### src/sss_pkg.sv
`default_nettype none
package sss_pkg;
    // Register word indices on the Avalon word address
    localparam logic [2:0] IDX_BUF = 3'h0;
    localparam logic [2:0] IDX_CON1 = 3'h1;
    localparam logic [2:0] IDX_CON3 = 3'h2;
    localparam logic [2:0] IDX_STAT = 3'h3;
    localparam logic [2:0] IDX_IRQ = 3'h4;
    localparam logic [2:0] IDX_MASK = 3'h5;
    // Control one fields
    localparam int C1_WRITE_COLLISION_FLAG = 7;
    localparam int C1_OVF = 6;
    localparam int C1_EN = 5;
    localparam int C1_CKP = 4;
    localparam logic [3:0] MODE_MST_MAX = 4'h3;
    localparam logic [3:0] MODE_SS_SLAVE = 4'h4;
    localparam logic [3:0] MODE_SLAVE = 4'h5;
    // Status and control three fields
    localparam int ST_SMP = 7;
    localparam int ST_CKE = 6;
    localparam int ST_BF = 0;
    localparam int C3_BUFFER_OVERWRITE_ENABLE = 4;
    // Interrupt status and mask layout
    localparam int IRQ_BYTE = 0;
    localparam int IRQ_WRITE_COLLISION_FLAG = 1;
    // Bit and edge counts
    localparam logic [2:0] BIT_LAST = 3'h7;
    localparam logic [3:0] HALF_LAST = 4'hf;
    // Master half-period in core clocks per rate code
    localparam logic [7:0] HALF_DIV0 = 8'h02;
    localparam logic [7:0] HALF_DIV1 = 8'h08;
    localparam logic [7:0] HALF_DIV2 = 8'h20;

    typedef enum logic {MST_IDLE, MST_RUN} sss_mst_e;

    typedef struct packed {
        logic read;
        logic write;
        logic [2:0] address;
        logic [31:0] writedata;
    } sss_avs_req_s;

    typedef struct packed {
        logic [1:0] sckS;
        logic [1:0] ssS;
        logic [1:0] sdiS;
        logic sckD;
        logic ssD;
        logic [7:0] buffer;
        logic [7:0] shifter;
        logic [7:0] con1;
        logic [7:0] con3;
        logic [7:0] stat;
        logic [7:0] irqSt;
        logic [7:0] irqMask;
        logic [2:0] bitCnt;
        logic outBit;
        logic rdValid;
        logic [31:0] rdData;
        logic [7:0] divCnt;
        logic [3:0] halfCnt;
        logic mSck;
        sss_mst_e mst;
    } sss_state_s;

    function automatic logic [7:0] sss_half(input logic [1:0] rate);
        unique case (rate)
            2'h0: sss_half = HALF_DIV0;
            2'h1: sss_half = HALF_DIV1;
            2'h2: sss_half = HALF_DIV2;
            2'h3: sss_half = HALF_DIV2;
        endcase
    endfunction : sss_half
endpackage : sss_pkg
`default_nettype wire

### src/sss_port.sv
// Our own choices: the placing of the registers and register access over Avalon-MM.
`timescale 1ns/10ps
`default_nettype none
// How it works
// - Mode code 0100 selects select-controlled slave
// - Select low enables shifting, drives data out
// - Select high floats data out at once
// - Select high holds serial logic in reset
// - Select high or enable clear zeroes counter
// - Select fall starts frame, rise realigns
// - Slave shifts on serial clock during sleep
// - Eighth bit sets interrupt flag, wakes device if unmasked
// - Master sleep freezes transfer in place
// - Master resumes frozen transfer after wake
// - MSB first; full byte fills buffer if empty or overwrite on, flags
// - Buffer write while shifting sets collision
module sss_port
    import sss_pkg::*;
(
    input wire logic core_clk,
    input wire logic reset,
    input wire sss_avs_req_s avsReq,
    output logic [31:0] avsReadData,
    output logic avsWaitRequest,
    input wire logic sckIn,
    output logic sckOut,
    output logic sckOeN,
    input wire logic ssN,
    input wire logic sdiIn,
    output logic sdoOut,
    output logic sdoOeN,
    input wire logic sleep,
    output logic irq,
    output logic wakeReq
);

    sss_state_s r;
    sss_state_s n;

    logic sck;
    logic ss;
    logic serial_data_in;
    logic en;
    logic slave;
    logic master;
    logic ssCtl;
    logic clock_idle_polarity;
    logic cke;
    logic portReset;
    logic sEdge;
    logic lead;
    logic trail;
    logic mLead;
    logic mTrail;
    logic sampleE;
    logic shiftE;
    logic busy;
    logic byteDone;
    logic keepOld;
    logic wrBuf;
    logic rdAcc;
    logic [7:0] half;
    logic [7:0] newByte;

    ////////////////////////////////////////////////////////////////////////
    // Decode of mode and synchronised pins
    assign sck = r.sckS[1];
    assign ss = r.ssS[1];
    assign serial_data_in = r.sdiS[1];
    assign en = r.con1[C1_EN];
    assign clock_idle_polarity = r.con1[C1_CKP];
    assign cke = r.stat[ST_CKE];
    assign ssCtl = r.con1[3:0] == MODE_SS_SLAVE;
    assign slave = en & (ssCtl | r.con1[3:0] == MODE_SLAVE);
    assign master = en & (r.con1[3:0] <= MODE_MST_MAX);
    // Select high or enable low holds the port in reset
    assign portReset = ~en | (ssCtl & ss);
    assign half = sss_half(r.con1[1:0]);
    assign newByte = {r.shifter[6:0], serial_data_in};

    ////////////////////////////////////////////////////////////////////////
    // Edge sources: external clock as slave, own divider as master
    assign sEdge = slave & ~portReset & (sck ^ r.sckD);
    assign mLead = master & (r.mst == MST_RUN) & ~sleep
        & (r.divCnt == half - 8'h01) & (r.mSck == clock_idle_polarity);
    assign mTrail = master & (r.mst == MST_RUN) & ~sleep
        & (r.divCnt == half - 8'h01) & (r.mSck != clock_idle_polarity);
    assign lead = (sEdge & (sck != clock_idle_polarity)) | mLead;
    assign trail = (sEdge & (sck == clock_idle_polarity)) | mTrail;
    // Sample phase bit ignored: slave always samples mid-cell
    assign sampleE = cke ? lead : trail;
    assign shiftE = cke ? trail : lead;
    assign byteDone = sampleE & (r.bitCnt == BIT_LAST);
    assign keepOld = r.stat[ST_BF] & ~r.con3[C3_BUFFER_OVERWRITE_ENABLE];
    // Same-cycle sample counts as busy so a load never races a shift
    assign busy = (r.bitCnt != 3'h0) | (r.mst == MST_RUN) | sampleE;
    assign rdAcc = avsReq.read & r.rdValid;
    assign wrBuf = avsReq.write & (avsReq.address == IDX_BUF);

    ////////////////////////////////////////////////////////////////////////
    // Next-state logic; bus clears first, hardware sets win after
    always_comb begin
        n = r;
        n.sckS = {r.sckS[0], sckIn};
        n.ssS = {r.ssS[0], ssN};
        n.sdiS = {r.sdiS[0], sdiIn};
        n.sckD = sck;
        n.ssD = ss;
        n.rdValid = avsReq.read & ~r.rdValid;
        // Read data registered, one wait state per read
        if (avsReq.read & ~r.rdValid) begin
            n.rdData = 32'h0;
            unique case (avsReq.address)
                IDX_BUF: n.rdData[7:0] = r.buffer;
                IDX_CON1: n.rdData[7:0] = r.con1;
                IDX_CON3: n.rdData[7:0] = r.con3;
                IDX_STAT: n.rdData[7:0] = r.stat;
                IDX_IRQ: n.rdData[7:0] = r.irqSt;
                IDX_MASK: n.rdData[7:0] = r.irqMask;
                default: n.rdData = 32'h0;
            endcase
        end
        // Reading the buffer empties it
        if (rdAcc & (avsReq.address == IDX_BUF)) begin
            n.stat[ST_BF] = 1'b0;
        end
        if (avsReq.write) begin
            unique case (avsReq.address)
                IDX_BUF: begin
                    if (!busy) begin
                        n.buffer = avsReq.writedata[7:0];
                        n.shifter = avsReq.writedata[7:0];
                        n.outBit = avsReq.writedata[7];
                        if (master) begin
                            n.mst = MST_RUN;
                            n.divCnt = 8'h00;
                            n.halfCnt = 4'h0;
                        end
                    end
                end
                IDX_CON1: n.con1 = avsReq.writedata[7:0];
                IDX_CON3: n.con3 = avsReq.writedata[7:0];
                IDX_STAT: n.stat[7:6] = avsReq.writedata[7:6];
                IDX_IRQ: n.irqSt = r.irqSt & ~avsReq.writedata[7:0];
                IDX_MASK: n.irqMask = avsReq.writedata[7:0];
                default: n.rdData = r.rdData;
            endcase
        end
        // Discarded load flags a collision
        if (wrBuf & busy) begin
            n.con1[C1_WRITE_COLLISION_FLAG] = 1'b1;
            n.irqSt[IRQ_WRITE_COLLISION_FLAG] = 1'b1;
        end
        // Master divider stalls while asleep, no state lost
        if (master & (r.mst == MST_RUN) & ~sleep) begin
            n.divCnt = 8'(r.divCnt + 8'h01);
            if (r.divCnt == half - 8'h01) begin
                n.divCnt = 8'h00;
                n.mSck = ~r.mSck;
                n.halfCnt = 4'(r.halfCnt + 4'h1);
                if (r.halfCnt == HALF_LAST) begin
                    n.mst = MST_IDLE;
                end
            end
        end
        if (r.mst == MST_IDLE) begin
            n.mSck = clock_idle_polarity;
        end
        // MSB-first shifting on the programmed edges
        if (sampleE) begin
            n.shifter = newByte;
            n.bitCnt = 3'(r.bitCnt + 3'h1);
        end
        if (shiftE) begin
            n.outBit = r.shifter[7];
        end
        if (byteDone) begin
            n.irqSt[IRQ_BYTE] = 1'b1;
            if (keepOld) begin
                n.con1[C1_OVF] = 1'b1;
            end else begin
                n.buffer = newByte;
                n.stat[ST_BF] = 1'b1;
            end
        end
        // Select high realigns framing for the next transfer
        if (portReset) begin
            n.bitCnt = 3'h0;
            n.mst = MST_IDLE;
            n.divCnt = 8'h00;
            n.halfCnt = 4'h0;
        end
    end

    always_ff @(posedge core_clk) begin
        if (reset) begin
            r <= '0;
        end else begin
            r <= n;
        end
    end

    ////////////////////////////////////////////////////////////////////////
    // Outputs; raw select gates the driver so release needs no sync delay
    assign avsReadData = r.rdData;
    assign avsWaitRequest = avsReq.read & ~r.rdValid;
    assign sdoOut = r.outBit;
    assign sdoOeN = ~(master | (slave & ~(ssCtl & ss)))
        | (slave & ssCtl & ssN);
    assign sckOut = r.mSck;
    assign sckOeN = ~master;
    assign irq = |(r.irqSt & r.irqMask);
    assign wakeReq = sleep & irq;
endmodule : sss_port
`default_nettype wire

### config.mk
export PLATFORM = sky130hd
export DESIGN_NAME = sss_port
export DESIGN_NICKNAME = d
export VERILOG_FILES = /design/src/sss_pkg.sv /design/src/sss_port.sv
export SDC_FILE = /design/constraint.sdc
export NUM_CORES = 1
export LEC_CHECK = 0
export BUFFER_PORTS_ARGS = -buffer_cell sky130_fd_sc_hd__buf_2
export CAP_MARGIN = 15
export CORE_MARGIN = 5
export CORE_UTILIZATION = 60
export CTS_CLUSTER_DIAMETER = 120
export DETAILED_ROUTE_END_ITERATION = 10
export GPL_TIMING_DRIVEN = 0
export PLACE_DENSITY = 0.85
export SLEW_MARGIN = 20
export SYNTH_ARGS = -nofsm -noshare
export SYNTH_HDL_FRONTEND = slang
export SYNTH_SLANG_ARGS = --single-unit
### constraint.sdc
create_clock -name core_clk -period 3.8 [get_ports core_clk]
set_input_delay 0.38 -clock core_clk [delete_from_list [all_inputs] [get_ports core_clk]]
set_output_delay 0.38 -clock core_clk [all_outputs]
set_load 0.01 [all_outputs]
**After elaboration in Yosys (flattened, before gate mapping)**

Index checks and enable logic that the tools add are counted.
W data, S select, Z words.

- Flip-flop bits (word level): 109
- Logic and storage cells: 169
- Bits of input ports: 43
- Output and inout port bits: 39

- $lt $le $gt $ge: 1
- $add $sub $neg: 4
- Eq/ne operators: 23
- Muxes and demuxes: 42
- Reduce and logical (&&, ||, !) cells: 31
- Bitwise gates (word level): 44

Operators with widths:

| operator | count |
|---|---|
| $mux W32 | 2 |
| $mux W8 | 6 |
| $pmux W8 S6 | 1 |
| $mux W44 | 1 |
| $mux W12 | 3 |
| $mux W34 | 1 |
| $mux W16 | 2 |
| $mux W14 | 2 |
| $pmux W8 S3 | 1 |
| $reduce_bool A2 Y1 | 12 |
| $and A1 B1 Y1 | 23 |
| $mux W1 | 20 |
| $reduce_and A2 Y1 | 9 |
| $and A8 B8 Y8 | 2 |
| $mux W10 | 1 |
| $eq A3 B3 Y1 const B | 3 |
| $not A1 Y1 | 9 |
| $add A8 B1 Y8 const B | 1 |
| $eq A4 B3 Y1 const B | 2 |
| $eq A8 B8 Y1 | 1 |
| $not A8 Y8 | 1 |
| $or A1 B1 Y1 | 8 |
| $reduce_or A8 Y1 | 1 |
| $sub A8 B1 Y8 const B | 1 |
| 21 further kinds | 32 |

**Longest topological paths before layout**

- Depth in word-level cells: 17
- Mapped depth: 9
- Depth with buffers taken out: 7

**Worst setup path after synthesis**

Ideal clock, no wire load.

- Path type: reg-to-reg
- Start point: reg r[48] (netlist name)
- End point: reg r (netlist bit newByte[1])
- Path slack: 1.798 ns
- Stages on the path, launching flop included: 8
- Setup time: 0.086 ns
- Arrival time: 1.917 ns
- Period minus slack after synthesis: 2.002 ns
- Data required time: 3.714 ns
- Path through: dfxtp_1 > inv_1 > ha_1 > or3b_2 > or3_1 > clkbuf_1 > mux2i_1 > a211oi_1

- Longest elaborated chain between the ends: 5

Ends and longest elaborated chain:

| what | line | text |
|---|---|---|
| from (decl) | sss_port.sv:37 | `sss_state_s r;` |
| from (signal assigned) | sss_port.sv:199 | `r <= n;` |
| $reduce_bool A3 Y1 | sss_port.sv:96 | `assign busy = (r.bitCnt != 3'h0) \| (r.mst == MST_RUN) \| sampleE;` |
| $or A1 B1 Y1 (2 in a row) | sss_port.sv:96 |  |
| $ne A2 B2 Y1 (no line) | - |  |
| $reduce_and A3 Y1 (no line) | - |  |

Every way passes these cells.
A chain may end at the register's enable or synchronous reset.

**Worst setup path after layout**

- Start point: reg r[48] (netlist name)
- End point: reg r[102] (netlist name)

- Longest elaborated chain between the ends: 8

Ends and longest elaborated chain:

| what | line | text |
|---|---|---|
| $reduce_bool A3 Y1 | sss_port.sv:96 |  |
| $or A1 B1 Y1 (2 in a row) | sss_port.sv:96 |  |
| $mux W16 | sss_port.sv:130 | `if (!busy) begin` |
| $mux W16 | sss_port.sv:128 | `unique case (avsReq.address)` |
| $mux W34 | sss_port.sv:127 | `if (avsReq.write) begin` |
| $mux W8 | sss_port.sv:179 | `if (keepOld) begin` |
| $mux W8 (*) | sss_port.sv:177 | `if (byteDone) begin` |

Every way passes the cells marked *; elsewhere a longest branch is shown, timed or not. The select of a mux whose other input is x is not followed.

==> insert_results.sql <==
INSERT INTO impl_metrics (metric_group, metric, value, unit) VALUES
('sta', 'fin_crit', '2310', 'ps'),
('clock_network', 'clock_tree.htree_level_count', '3', ''),
('sta', 'timing.final.ws_setup', '1490', 'ps'),
('floorplan', 'initial_utilization', '0.610', ''),
('sta', 'drv_slew', '0', ''),
('route', 'wl_per_cell', '16.4', 'um'),
('sta', 'timing.final.setup_violations', '0', ''),
('sta', 'final-hold-violation-count', '0', ''),
('sta', 'worstMarginPinSlew', '1080', 'ps'),
('global_route', 'global_route_wire_length_before_repair', '17700', 'um'),
('clock_network', 'tritoncts_clock_tree', 'done', ''),
('layout', 'commonest_cells_after_routing_fill_and_taps_aside', 'sky130_fd_sc_hd__dfxtp_1, sky130_fd_sc_hd__nand2_1, sky130_fd_sc_hd__a21oi_1', ''),
('sta', 'grt_setup_unrepaired', 'false', ''),
('worst_setup_path', 'worstRegToRegCells', '8', ''),
('synthesis', 'synth_simple_gate_area_frac', '0.211', ''),
('worst_setup_path', 'worst_setup_path_start_kind', 'register', ''),
('synthesis', 'synth.area.mux_share', '0.0984', ''),
('worst_setup_path', 'crit_type', 'register to register', ''),
('synthesis', 'synth_fa_ha_area_frac', '0.0144', ''),
('place', 'place.detailed.instances', '656', ''),
('min_path', 'hold-path-cell-count', '2', ''),
('floorplan', 'placementRows', '31', ''),
('power', 'p_leak', '1.98', 'nW'),
('floorplan', 'floorplan.die.width', '95.2', 'um'),
('min_path', 'min_path_type', 'input port to register', ''),
('synthesis', 'synth_top_family_by_area', 'simple AND/OR/NAND/NOR gates', ''),
('sta', 'hold_ws', '238', 'ps'),
('synthesis', 'synth_edf_count', '0', ''),
('sta', 'achievable-frequency', '433', 'MHz'),
('route', 'detailedRoute.firstPassIterationCount', '5', ''),
('floorplan', 'i_o_pin_cnt', '82', ''),
('synthesis', 'netlist_instances', '504', ''),
('global_route', 'grt_max_degree', '13', ''),
('clock_network', 'postCtsSetupBuffers', '0', ''),
('route', 'detail_route.vias_per_cell', '5.80', ''),
('route', 'routed_wl', '11000', 'um'),
('synthesis', 'synthesis.area', '0.00435', 'mm^2'),
('synthesis', 'synth_cell_types', '56', ''),
('worst_setup_path', 'timing.critical_path.fanout_max', '9', ''),
('layout', 'antenna_cells_inserted', '0', ''),
('min_path', 'hold_start', 'sckIn', ''),
('synthesis', 'synth-compound-area-share', '0.184', ''),
('clock_network', 'cts_resized', '0', ''),
('sta', 'setup_tns', '0', 'ps'),
('floorplan', 'fp.coreArea', '0.00714', 'mm^2'),
('layout', 'fin_nets', '616', ''),
('power', 'ratio_of_total_power_to_cell_area', '334', 'mW/mm^2'),
('synthesis', 'synth-seq-area-share', '0.391', ''),
('global_route', 'groute.usage.overall', '0.249', ''),
('route', 'route.antenna.remaining_nets', '0', ''),
('min_path', 'worst_hold_path.endpoint', 'n[114]$_SDFF_PP0_', ''),
('sta', 'clock_skew_after_layout', '6.99', 'ps'),
('floorplan', 'chipHeight', '95.2', 'um'),
('place', 'place_congestion', '0.942', ''),
('layout', 'finish.cell_count_without_fillers', '671', ''),
('place', 'pre_cts_slack', '1550', 'ps'),
('route', 'drt_first_iter_violations', '392', ''),
('clock_network', 'worst_skew_pair.late_latency', '350', 'ps'),
('route', 'drcViolationCount', '0', ''),
('layout', 'area_delta_synth_final', '11.9', '%'),
('power', 'vdd_ir_drop_max', '0.000217', 'V'),
('run_status', 'outcome', 'finished, final reports clean', ''),
('worst_setup_path', 'ff2ff_setup_slack', '1490', 'ps'),
('clock_network', 'cts-buffers-inserted', '9', ''),
('worst_setup_path', 'start_of_the_worst_register_to_register_path', 'r[48]$_SDFFE_PP0P_', ''),
('place', 'io_buffer_count', '30', ''),
('global_route', 'overflow', '0', ''),
('synthesis', 'ys_warn_count', '0', ''),
('worst_setup_path', 'critical_path_sink_type', 'register', ''),
('floorplan', 'design.die.area', '0.00905', 'mm^2'),
('synthesis', 'yosys_register_bits', '85', '');
==> per-stage QoR <==
step | total power [mW] | area [um^2]
after detailed placement | 1.09 | 4710
after global routing | 1.69 | 4870
after CTS | 1.62 | 4870
final | 1.63 | 4870
after global placement | 1.09 | 4710
after floorplan | 1.04 | 4440
==> layer usage <==
metal	vias to the layer above	share of wire	wire length (um)	global-route usage
li1	1868	-	-	-
met4	0	0.040	444	0.124
met3	33	0.068	752	0.0379
met2	173	0.46	5080	0.390
met5	-	0	0	0
met1	1820	0.43	4700	0.334
==> cells by family (layout without fill, tap and decap cells) <==
family          count (synthesis)  count (layout)
other cells                     1              24
fa+ha+maj                       5               5
simple gates                  185             185
buf+inv                        65             110
flops                          85              85
xor+xnor                        4               4
compound gates                124             124
mux                            35              35
==> worst max-delay path, stage by stage, from the launching register on <==
cell	delay, ps
sky130_fd_sc_hd__dfxtp_1	340
sky130_fd_sc_hd__inv_1	80
sky130_fd_sc_hd__ha_1	150
sky130_fd_sc_hd__or3b_2	470
sky130_fd_sc_hd__nor3_1	410
sky130_fd_sc_hd__o21ai_0	140
sky130_fd_sc_hd__buf_2	240
sky130_fd_sc_hd__mux2i_1	150
sky130_fd_sc_hd__a211oi_1	240
==> how the worst max path moves through the flow <==
stage | start | end | slack [ps]
floorplan | r[48]$_SDFFE_PP0P_ | newByte[1]$_SDFFE_PP0P_ | 1800
global placement | avsReq[33] | r[106]$_SDFF_PP0_ | 1590
detailed placement | avsReq[33] | r[106]$_SDFF_PP0_ | 1550
CTS | r[48]$_SDFFE_PP0P_ | r[102]$_SDFF_PP0_ | 1520
global route | r[48]$_SDFFE_PP0P_ | r[102]$_SDFF_PP0_ | 1300
finish | r[48]$_SDFFE_PP0P_ | r[102]$_SDFF_PP0_ | 1490
==> Yosys cell counts, drive strengths merged, types with 5 or more instances <==
library cell  instances  area (um^2)
dfxtp                85         1700
nand2                74          278
a21oi                56          280
buf                  43          310
nor2                 33          124
a211oi               30          225
mux2i                27          270
nand3                20          100
clkbuf               16         60.1
nand2b               12         75.1
nor2b                 9         56.3
o21ai                 9         45.0
and3                  7         43.8
inv                   6         22.5
mux4                  6          135
a22oi                 5         37.5
and2                  5         31.3
ha                    5         62.6
or2                   5         31.3
==> sequential cells by signal, summed over array words and instances, names as in the netlist <==
name and flops:
en 1, clock_idle_polarity 1, newByte 8, n 5
sckOut 1, r 59, sdoOut 1, avsReadData 8
cke 1
==> area by class of cell <==
type	count	area (um^2)
Fill cell	602	2270
Multi-Input combinational cell	377	2340
Timing Repair Buffer	30	150
Clock inverter	2	10.0
Clock buffer	13	149
Sequential cell	85	1700
Buffer	59	370
Tap cell	99	124
Inverter	6	22.5
==> power breakdown <==
| part | switching [mW] | total (mW) | internal (mW) | leakage (nW) |
|---|---|---|---|---|
| clock network | 0.305 | 0.555 | 0.251 | 0.0833 |
| registers | 0.0115 | 0.918 | 0.907 | 0.688 |
| logic | 0.0917 | 0.154 | 0.0619 | 1.21 |
| total | 0.408 | 1.63 | 1.22 | 1.98 |
Note: power is estimated with default switching activity, not from simulation.
